**src/rtl/lpsdc_pkg.sv**
```systemverilog
// Package of command codes, operating states and timing counts for the command/state block.
package lpsdc_pkg;

    // ****************************************************************
    // Clock and timing.
    // ****************************************************************
    localparam int CLK_PERIOD_PS      = 8000;    // Clock period in picoseconds.
    localparam int REFRESH_CYCLE_PS   = 72000;   // Refresh busy time in picoseconds.
    localparam int REFRESH_CYCLES     = (REFRESH_CYCLE_PS + CLK_PERIOD_PS - 1) / CLK_PERIOD_PS;
    localparam int PRECHARGE_PS       = 24000;   // Bank precharge time in picoseconds.
    localparam int PRECHARGE_CYCLES   = (PRECHARGE_PS + CLK_PERIOD_PS - 1) / CLK_PERIOD_PS;
    localparam int ROW_ADDR_W         = 12;      // Width of the internal refresh row counter.
    localparam int NUM_BANKS          = 4;       // Number of banks.

    // ****************************************************************
    // Decoded commands.
    // ****************************************************************
    typedef enum logic [3:0] {
        LPSDC_CMD_DESELECT,
        LPSDC_CMD_NOP,
        LPSDC_CMD_ACTIVE,
        LPSDC_CMD_READ,
        LPSDC_CMD_WRITE,
        LPSDC_CMD_PRECHARGE,
        LPSDC_CMD_BURST_STOP,
        LPSDC_CMD_REFRESH,
        LPSDC_CMD_MODE_SET
    } lpsdc_cmd_e;

    // Device operating states.
    typedef enum logic [2:0] {
        LPSDC_ST_IDLE,
        LPSDC_ST_REFRESHING,
        LPSDC_ST_SELF_REFRESH,
        LPSDC_ST_PRE_PD,
        LPSDC_ST_ACT_PD,
        LPSDC_ST_DEEP_SLEEP
    } lpsdc_state_e;

    // Command pins as sampled on a rising clock edge.
    typedef struct packed {
        logic       clk_en;     // Clock enable.
        logic       cs_n;       // Chip select, active low.
        logic       ras_n;      // Row strobe, active low.
        logic       cas_n;      // Column strobe, active low.
        logic       we_n;       // Write enable, active low.
        logic [1:0] bank;       // Bank address.
        logic       all_banks;  // Precharge-all address bit.
    } lpsdc_pins_s;

endpackage

```
**src/rtl/lpsdc_core.sv**
```systemverilog
// Command decoder and operating-state controller of a low-power DDR memory.
`timescale 1ns/1ps
`default_nettype none

// Summary of operation
// - CS RAS CAS low, CKE WE high: refresh.
// - Refresh rows come from internal counter.
// - Refresh completion leaves all banks idle.
// - Refresh with CKE low enters self refresh.
// - Self refresh held by CKE low only.
// - Internal clock gated during self refresh.
// - CKE low enters precharge or active power-down.
// - Power-down ignores all inputs but clock enable and the exit NOP.
// - CKE high with NOP exits power-down.
// - CKE fall with refresh or stop: special modes.
// - CKE low twice holds the low-power state.
// - Deselect and NOP let operations continue.
// - Strobe patterns decode to the bank commands.
// - Precharge or read truncates a write burst.
// - Other-bank command legality by bank state.
module lpsdc_core #(
    parameter int REFRESH_CYCLES = lpsdc_pkg::REFRESH_CYCLES,  // Refresh busy cycles.
    parameter int ROW_ADDR_W     = lpsdc_pkg::ROW_ADDR_W       // Refresh counter width.
) (
    input  wire logic                     i_mclk,            // System clock.
    input  wire logic                     i_rst,             // Synchronous reset, active high.
    input  wire lpsdc_pkg::lpsdc_pins_s   i_pins,            // Command pins from the outside.
    output logic [3:0]                    o_cmd,             // Registered decoded command.
    output logic                          o_cmd_valid,       // Command accepted this edge.
    output logic [2:0]                    o_state,           // Registered operating state.
    output logic [lpsdc_pkg::NUM_BANKS-1:0] o_bank_open,     // Banks with an open row.
    output logic [lpsdc_pkg::NUM_BANKS-1:0] o_bank_writing,  // Banks in a write burst.
    output logic                          o_write_truncated, // Pulse: write burst truncated.
    output logic [ROW_ADDR_W-1:0]         o_refresh_row,     // Internal refresh row.
    output logic                          o_refresh_busy,    // Refresh in progress.
    output logic                          o_core_clk_en,     // Internal clock gate enable.
    output logic                          o_buffers_en,      // Input/output buffers enabled.
    output logic                          o_illegal          // Pulse: illegal command seen.
);

    // ****************************************************************
    // Parameter checks.
    // ****************************************************************
    if (REFRESH_CYCLES < 1 || REFRESH_CYCLES > 255) begin : g_bad_refresh
        $error("REFRESH_CYCLES must lie between 1 and 255.");
    end
    if (ROW_ADDR_W < 1) begin : g_bad_row
        $error("ROW_ADDR_W must be at least 1.");
    end

    // ****************************************************************
    // Pin synchronisers.
    // ****************************************************************
    lpsdc_pkg::lpsdc_pins_s pins_meta;  // First stage, read only by the second.
    lpsdc_pkg::lpsdc_pins_s pins;       // Second stage, used by all logic.
    logic                   cke_prev;   // Clock enable at the previous edge.

    // Two flip-flops bring the pins into the clock domain.
    always_ff @(posedge i_mclk) begin
        if (i_rst) begin
            pins_meta <= '0;
            pins      <= '0;
            cke_prev  <= 1'b0;
        end else begin
            pins_meta <= i_pins;
            pins      <= pins_meta;
            cke_prev  <= pins.clk_en;
        end
    end

    // ****************************************************************
    // Command decode.
    // ****************************************************************
    logic [2:0]           strobes;                   // Row, column and write strobes.
    lpsdc_pkg::lpsdc_cmd_e cmd;                      // Decoded command.
    assign strobes = {pins.ras_n, pins.cas_n, pins.we_n};
    // Deselect, NOP and the bank commands follow the strobe patterns.
    assign cmd = pins.cs_n           ? lpsdc_pkg::LPSDC_CMD_DESELECT :
                 (strobes == 3'h7)   ? lpsdc_pkg::LPSDC_CMD_NOP :
                 (strobes == 3'h3)   ? lpsdc_pkg::LPSDC_CMD_ACTIVE :
                 (strobes == 3'h5)   ? lpsdc_pkg::LPSDC_CMD_READ :
                 (strobes == 3'h4)   ? lpsdc_pkg::LPSDC_CMD_WRITE :
                 (strobes == 3'h2)   ? lpsdc_pkg::LPSDC_CMD_PRECHARGE :
                 (strobes == 3'h6)   ? lpsdc_pkg::LPSDC_CMD_BURST_STOP :
                 (strobes == 3'h1)   ? lpsdc_pkg::LPSDC_CMD_REFRESH :
                                       lpsdc_pkg::LPSDC_CMD_MODE_SET;

    // ****************************************************************
    // Operating state machine.
    // ****************************************************************
    lpsdc_pkg::lpsdc_state_e state;        // Current operating state.
    lpsdc_pkg::lpsdc_state_e next_state;   // Next operating state.
    logic [7:0]              ref_count;    // Refresh cycles remaining.
    logic [7:0]              next_ref_count;
    logic                    all_idle;     // No bank open.
    logic                    nop_like;     // Deselect or NOP.
    logic                    cke_high;     // Clock enable high on both edges.
    logic                    cke_fall;     // Clock enable falling this edge.
    logic                    cke_rise;     // Clock enable rising this edge.
    logic                    bank_cmd;     // Bank commands are decoded this edge.
    logic                    refresh_go;   // Auto refresh accepted.
    logic [lpsdc_pkg::NUM_BANKS-1:0] bank_open;     // Open row per bank.
    logic [lpsdc_pkg::NUM_BANKS-1:0] bank_writing;  // Write burst per bank.

    assign all_idle   = (bank_open == '0);
    assign nop_like   = (cmd == lpsdc_pkg::LPSDC_CMD_DESELECT) ||
                        (cmd == lpsdc_pkg::LPSDC_CMD_NOP);
    assign cke_high   = cke_prev & pins.clk_en;
    assign cke_fall   = cke_prev & ~pins.clk_en;
    assign cke_rise   = ~cke_prev & pins.clk_en;
    assign bank_cmd   = cke_high && (state == lpsdc_pkg::LPSDC_ST_IDLE);
    assign refresh_go = bank_cmd && all_idle &&
                        (cmd == lpsdc_pkg::LPSDC_CMD_REFRESH);

    // Next state from the clock-enable truth table.
    always_comb begin
        next_state     = state;
        next_ref_count = ref_count;
        case (state)
            lpsdc_pkg::LPSDC_ST_IDLE: begin
                if (refresh_go) begin
                    next_state     = lpsdc_pkg::LPSDC_ST_REFRESHING;
                    next_ref_count = 8'(REFRESH_CYCLES);
                end else if (cke_fall && all_idle &&
                             cmd == lpsdc_pkg::LPSDC_CMD_REFRESH) begin
                    next_state = lpsdc_pkg::LPSDC_ST_SELF_REFRESH;
                end else if (cke_fall && all_idle &&
                             cmd == lpsdc_pkg::LPSDC_CMD_BURST_STOP) begin
                    next_state = lpsdc_pkg::LPSDC_ST_DEEP_SLEEP;
                end else if (cke_fall && nop_like) begin
                    // Precharge or active power-down by bank status.
                    next_state = all_idle ? lpsdc_pkg::LPSDC_ST_PRE_PD :
                                            lpsdc_pkg::LPSDC_ST_ACT_PD;
                end
            end
            lpsdc_pkg::LPSDC_ST_REFRESHING: begin
                // Inputs other than NOP are outside the contract here.
                if (ref_count <= 8'h01) begin
                    next_state = lpsdc_pkg::LPSDC_ST_IDLE;
                end
                next_ref_count = ref_count - 8'h01;
            end
            lpsdc_pkg::LPSDC_ST_SELF_REFRESH,
            lpsdc_pkg::LPSDC_ST_DEEP_SLEEP: begin
                // Only clock enable is watched; low holds the state.
                if (cke_rise) begin
                    next_state = lpsdc_pkg::LPSDC_ST_IDLE;
                end
            end
            lpsdc_pkg::LPSDC_ST_PRE_PD,
            lpsdc_pkg::LPSDC_ST_ACT_PD: begin
                // Exit needs clock enable high with a NOP or deselect.
                if (cke_rise && nop_like) begin
                    next_state = lpsdc_pkg::LPSDC_ST_IDLE;
                end
            end
            default: begin
                next_state = lpsdc_pkg::LPSDC_ST_IDLE;
            end
        endcase
    end

    // State register.
    always_ff @(posedge i_mclk) begin
        if (i_rst) begin
            state     <= lpsdc_pkg::LPSDC_ST_IDLE;
            ref_count <= 8'h00;
        end else begin
            state     <= next_state;
            ref_count <= next_ref_count;
        end
    end

    // ****************************************************************
    // Per-bank tracking.
    // ****************************************************************
    logic [lpsdc_pkg::NUM_BANKS-1:0] trunc_vec;   // Truncation per bank.
    logic [lpsdc_pkg::NUM_BANKS-1:0] illegal_vec; // Illegal command per bank.

    for (genvar b = 0; b < lpsdc_pkg::NUM_BANKS; b++) begin : g_bank
        logic hit;         // Command addresses this bank.
        logic pre_hit;     // Precharge reaches this bank.
        logic next_open;   // Next open-row flag.
        logic next_write;  // Next write-burst flag.
        assign hit      = bank_cmd && (pins.bank == 2'(b));
        assign pre_hit  = bank_cmd && (cmd == lpsdc_pkg::LPSDC_CMD_PRECHARGE) &&
                          (pins.all_banks || pins.bank == 2'(b));
        // Precharge or read to a writing bank truncates its burst.
        assign trunc_vec[b] = bank_writing[b] && (pre_hit ||
                              (hit && cmd == lpsdc_pkg::LPSDC_CMD_READ));
        // Column commands need an open row; activate needs an idle bank.
        assign illegal_vec[b] = hit && (
            ((cmd == lpsdc_pkg::LPSDC_CMD_READ || cmd == lpsdc_pkg::LPSDC_CMD_WRITE) &&
             !bank_open[b]) ||
            (cmd == lpsdc_pkg::LPSDC_CMD_ACTIVE && bank_open[b]));
        assign next_open  = pre_hit ? 1'b0 :
                            (hit && cmd == lpsdc_pkg::LPSDC_CMD_ACTIVE) ? 1'b1 :
                            bank_open[b];
        assign next_write = (pre_hit || !next_open) ? 1'b0 :
                            (hit && cmd == lpsdc_pkg::LPSDC_CMD_WRITE) ? 1'b1 :
                            (hit && cmd == lpsdc_pkg::LPSDC_CMD_READ) ? 1'b0 :
                            bank_writing[b];
        // Bank flags; other banks keep their state on any command except precharge all.
        always_ff @(posedge i_mclk) begin
            if (i_rst) begin
                bank_open[b]    <= 1'b0;
                bank_writing[b] <= 1'b0;
            end else begin
                bank_open[b]    <= next_open;
                bank_writing[b] <= next_write;
            end
        end
    end

    // ****************************************************************
    // Refresh row counter and outputs.
    // ****************************************************************
    logic [ROW_ADDR_W-1:0] refresh_row;  // Internal refresh address.
    logic                  low_power;    // Any low-power state next.
    assign low_power = (next_state != lpsdc_pkg::LPSDC_ST_IDLE) &&
                       (next_state != lpsdc_pkg::LPSDC_ST_REFRESHING);

    // Row counter advances on each auto refresh, ignoring the address pins.
    always_ff @(posedge i_mclk) begin
        if (i_rst) begin
            refresh_row <= '0;
        end else if (refresh_go) begin
            refresh_row <= refresh_row + 1'b1;
        end
    end

    // Registered outputs.
    always_ff @(posedge i_mclk) begin
        if (i_rst) begin
            o_cmd             <= 4'h0;
            o_cmd_valid       <= 1'b0;
            o_state           <= 3'h0;
            o_bank_open       <= '0;
            o_bank_writing    <= '0;
            o_write_truncated <= 1'b0;
            o_refresh_row     <= '0;
            o_refresh_busy    <= 1'b0;
            o_core_clk_en     <= 1'b1;
            o_buffers_en      <= 1'b1;
            o_illegal         <= 1'b0;
        end else begin
            o_cmd             <= cmd;
            o_cmd_valid       <= bank_cmd && !nop_like;
            o_state           <= next_state;
            o_bank_open       <= bank_open;
            o_bank_writing    <= bank_writing;
            o_write_truncated <= |trunc_vec;
            o_refresh_row     <= refresh_row;
            o_refresh_busy    <= (next_state == lpsdc_pkg::LPSDC_ST_REFRESHING);
            o_core_clk_en     <= (next_state != lpsdc_pkg::LPSDC_ST_SELF_REFRESH) &&
                                 (next_state != lpsdc_pkg::LPSDC_ST_DEEP_SLEEP);
            o_buffers_en      <= !low_power;
            o_illegal         <= |illegal_vec;
        end
    end
endmodule // lpsdc_core

`default_nettype wire

```
**config.mk**
```make
export PLATFORM = sky130hd
export DESIGN_NAME = lpsdc_core
export DESIGN_NICKNAME = d
export VERILOG_FILES = /design/src/rtl/lpsdc_pkg.sv /design/src/rtl/lpsdc_core.sv
export SDC_FILE = /design/constraint.sdc
export NUM_CORES = 1
export LEC_CHECK = 0
export BUFFER_PORTS_ARGS = -buffer_cell sky130_fd_sc_hd__buf_2
export CAP_MARGIN = 20
export CORE_AREA = 10 10 113 115
export DETAILED_ROUTE_END_ITERATION = 10
export DIE_AREA = 0 0 123 125
export GPL_ROUTABILITY_DRIVEN = 0
export GPL_TIMING_DRIVEN = 0
export SLEW_MARGIN = 20
export SYNTH_ARGS = -nofsm -noshare
export SYNTH_HDL_FRONTEND = slang
export SYNTH_SLANG_ARGS = --single-unit
```
**constraint.sdc**
```tcl
create_clock -name i_mclk -period 2.1 [get_ports i_mclk]
set_clock_uncertainty 0.1 [all_clocks]
set_input_delay 0.105 -clock i_mclk [delete_from_list [all_inputs] [get_ports i_mclk]]
set_output_delay 0.105 -clock i_mclk [all_outputs]
set_load 0.005 [all_outputs]
```
Word-level counts from Yosys, hierarchy flattened
Index checks and enable logic that the tools add are counted.
W data, S select, Z words.
- bits of input ports: 10
- register bits after elaboration: 78
- output and inout bits: 33
- logic and storage cells: 201
- reduce and logical (&&, ||, !) cells: 95
- $add $sub $neg: 2
- bitwise gates (word level): 5
- eq/ne operators: 27
- muxes and demuxes: 35
- magnitude comparators: 1
- operators by type and width (kind ; number):
    $logic_and A1 B1 Y1 ; 48
    $mux W4 ; 8
    $mux W3 ; 8
    $eq A3 B3 Y1 const B ; 6
    $logic_or A1 B1 Y1 ; 18
    $eq A4 B3 Y1 const B ; 4
    $mux W1 ; 16
    $pmux W8 S2 ; 1
    $add A12 B1 Y12 const B ; 1
    $eq A3 B2 Y1 const B ; 4
    $pmux W3 S4 ; 1
    $reduce_or A2 Y1 ; 6
    $logic_not A1 Y1 ; 10
    $reduce_bool A2 Y1 ; 5
    $eq A3 B1 Y1 const B ; 3
    $eq A4 B2 Y1 const B ; 2
    $le A8 B1 Y1 const B ; 1
    $logic_not A4 Y1 ; 2
    $mux W8 ; 1
    $reduce_or A4 Y1 ; 2
    $sub A8 B1 Y8 const B ; 1
    $eq A2 B2 Y1 const B ; 2
    $eq A4 B1 Y1 const B ; 1
    $and A1 B1 Y1 ; 3
    other kinds (10) ; 11

Depth between registers and ports, before layout
- word-level depth: 20
- depth in mapped cells: 7
- gate-level depth less buffers: 6

Least setup slack after synthesis
OpenSTA, ideal clock, no wires.
- path kind: reg-to-reg
- start: register, netlist name o_state[1]
- end: register refresh_row[7]
- required time: 1.872 ns
- period minus slack after synthesis: 2.300 ns
- buffers on the path: 2
- path slack: -0.200 ns
- data arrival time: 2.072 ns
- stages on the path, launching flop included: 8
- setup time: 0.128 ns
- cell sequence: dfxtp_1 -> buf_2 -> or4b_4 -> or4_4 -> buf_6 -> nor3_1 -> xnor2_1 -> nor2_1
- RTL lines (item ; line ; source):
    end signal: assignment ; lpsdc_core.sv:228 ; refresh_row <= refresh_row + 1'b1;
    end: declaration ; lpsdc_core.sv:218 ; logic [ROW_ADDR_W-1:0] refresh_row;

Worst setup path in the final report
- start: register pins[6] in the netlist's numbering
- end: register ref_count[3]
- longest elaborated chain between the ends: 5
- ends and longest elaborated chain (item ; line ; source):
    start: declaration ; lpsdc_core.sv:55 ; lpsdc_pkg::lpsdc_pins_s pins;
    start signal: assignment ; lpsdc_core.sv:66 ; pins <= pins_meta;
    $mux W4 ; lpsdc_core.sv:78 ; assign cmd = pins.cs_n ? lpsdc_pkg::LPSDC_CMD_DESELECT :
    $eq A4 B3 Y1 ; lpsdc_core.sv:113 ; (cmd == lpsdc_pkg::LPSDC_CMD_REFRESH);
    $logic_and A1 B1 Y1 ; lpsdc_core.sv:112 ; assign refresh_go = bank_cmd && all_idle &&
    $ne A2 B2 Y1 (no source line) ; - ;
    $reduce_and A2 Y1 (no source line) ; - ;
    end signal: assignment ; lpsdc_core.sv:170 ; ref_count <= next_ref_count;
    end: declaration ; lpsdc_core.sv:93 ; logic [7:0] ref_count;
No other way between the ends.
A chain may end at the register's enable or synchronous reset.

==> metrics <==
gr ovfl total 0; initial antenna violation count 0; H-tree depth 3; status finished with violations; Placement Setup Slack -0.343 ns; Root Buffer clkbuf_8; CTS tree built; CP bufs+invs 2; Top FF cell, synth dfxtp_1; Synth Register Bits 78; placed instance area 3480 um2; largest net degree at the start of global routing 13; Filler Cell Count between 1k and 1.5k; most common cell after layout, fill and taps aside dfxtp_1; DIE AREA around 15000 um2; cell row count 38; max frequency around 0.46 GHz; initial drt markers 105; Net Sw Frac between 20% and 30%; CP startpoint kind flop; r2r setup slk -0.09 ns; Syn Nets 336; Worst path max stage delay a little under 0.6 ns; ANT nets after route 0; IO buf count 42; Final Cycle Share 104%; HPWL Detailed around 5.1 mm; delay-heaviest family, CP simple AND/OR/NAND/NOR gates; CP Cell Sequence or4b_4 > or4_4 > buf_4 > clkbuf_16 > nand2_4 > nand3b_1 > a21oi_2; first-pass GRT wire length 11.7 mm; # IOs 43; worst skew pair latency between 0.3 and 0.4 ns; layout cells sized above 1 25.8%; clock buffers created by TritonCTS 9; hold_ws 0.339 ns; violated checks setup timing; EDFF count, synth 0; gr usage total about a tenth; Clk network pwr share 40.5%; Synth cell types 48; DIE WIDTH 123 um; Syn Area/Cell 9.48 um2; per-cell routed wire length approximately 13 um; worst vdd ir between 0.0003 and 0.0004 V; Slew HR between 50% and 60%; max-slew violations 0; Cells after Synth 323; vias in the first global route between 2k and 2.5k; routed vias approximately 2.5k; final hold vios 0; Die Span Y 125 um; Hold Crit Class flop to flop; final wirelength between 7 and 8 mm; Core ar. about 11000 um2; critical path endpoint category flop; Worst-Margin Slew 0.649 ns; Setup CP Type flop to flop; Power Dens Cells ~690 nW/um2; Synth Cell Area 3060 um2; Leak 1.66 nW; Max-cap violations 0; worst-path maximum fanout 5; setup ws final -0.0934 ns; post-synthesis sequential area ratio approximately half; Seq pwr share approximately 55%; first-pass iteration count of the detailed router 4; ys async rst share 0%; Int Pwr 0.00214 W; Avg Vias per Cell roughly 4.6; switching power between 0.0006 and 0.0007 W; # setup viols final 16; Logic pwr share 4.6%; Ant. Diodes 0; clock slew at reported path FFs 0.08 ns; initial core utilization 28.9%; Post-route DRC 0; critical path's slowest cell or4_4; CTS sink count 78; Layout area overhead 30.7%; Yosys Warn Count 0; post-route cell area around 4000 um2; Worst EP arrival 2.39 ns; RSZ-0062 raised after global routing true; CTS Buffer Depth 2; fin crit period 2.19 ns; commonest non-fill, non-tap cells in the layout dfxtp_1, buf_2, nor2b_1, nor2_1, nand2_1; Final #Nets 411; Worst EP required 2.30 ns
[state kept, by name, indices dropped and copies added, names as in the netlist, 3 cells and up]
signal / cells
bank_open: 4
bank_writing: 4
o_bank_open: 4
o_bank_writing: 4
o_cmd: 4
o_refresh_row: 12
o_state: 3
pins: 8
pins_meta: 8
ref_count: 8
refresh_row: 12
[Yosys cell counts, drive strengths merged (3+ instances only)]
master	number	area [um2]
and3	4	25.0
inv	7	26.3
o21ai	7	35.0
nand2b	3	18.8
clkbuf	14	52.6
nand4	7	43.8
nand3b	3	22.5
dfxtp	78	1560
or4	5	41.3
a31oi	4	25.0
nand3	6	30.0
nor3b	4	30.0
xnor2	11	96.3
buf	4	31.3
xor2	4	35.0
a21oi	12	60.1
nor2b	41	257
o31ai	4	30.0
o211a	3	30.0
nand2	22	82.6
nor3	13	75.1
ha	3	37.5
nor2	33	124
nor4	6	50.0
[layer usage]
| layer | up-vias | part of all wire, % | routed length [um] | GRT usage [%] |
|---|---|---|---|---|
| li1 | 1270 | - | - | - |
| met2 | 57 | 46 | 3300 | 14.9 |
| met5 | - | 0 | 0 | 0 |
| met1 | 1166 | 46 | 3280 | 11.4 |
| met4 | 0 | 2.0 | 142 | 4.80 |
| met3 | 16 | 6.3 | 450 | 3.96 |
[cell type report]
type | count | area (um2) | share of cell area, %
Buffer | 14 | 63.8 | 1.60
Clock buffer | 13 | 149 | 3.72
Sequential cell | 78 | 1580 | 39.4
Multi-Input combinational cell | 220 | 1520 | 37.9
Tap cell | 140 | 175 | 4.38
Clock inverter | 3 | 43.8 | 1.10
Inverter | 7 | 26.3 | 0.657
Timing Repair Buffer | 68 | 449 | 11.2
[stage by stage]
step	TNS, ns	power, W	utilization (%)	std cells
2_1_floorplan	-0.197	0.00161	-	323
4_1_cts	-0.658	0.00278	36.0	532
3_5_place_dp	-4.51	0.00165	32.8	505
6_report	-0.836	0.00275	37.7	543
5_1_grt	-2.13	0.00285	37.7	543
3_3_place_gp	-3.66	0.00165	32.8	505
[kinds of logic (layout without fill, tap and decap cells)]
kind of cell               count (synthesis)  count (layout)  share of synthesized area, %
and+or+nand+nor                          157             157                          28.9
buffers and inverters                     25             105                          3.60
AOI/OAI and AO/OA                         42              42                          9.12
DFF                                       78              78                          51.0
xor gates and xnor gates                  15              15                          4.29
muxes                                      3               3                          1.80
adders and majority gates                  3               3                          1.23
[power by group through the flow]
stage          Clock [W]  Sequential, W  Combinational, W
3_5_place_dp           0        0.00154          0.000110
6_report         0.00111        0.00151          0.000127
2_1_floorplan          0        0.00154         0.0000721
3_3_place_gp           0        0.00154          0.000109
5_1_grt          0.00120        0.00151          0.000142
4_1_cts          0.00114        0.00151          0.000127
[what timing repair did]
action,CTS,global route
resized for setup,10,17
setup endpoints to repair,32,22
pin swaps,4,10
endpoints found under the hold margin,12,0
gates cloned,0,1
buffers inserted,5,11
hold buffers,9,0
[worst paths after layout]
kind / from / end / depth (start not counted)
setup reg to reg: pins[6] / ref_count[3] / 7
hold reg to reg: pins_meta[2] / pins[2] / 1
hold / removal: pins_meta[2] / pins[2] / 1
setup / recovery: pins[6] / ref_count[3] / 7
(Power assumes the default switching activity.)
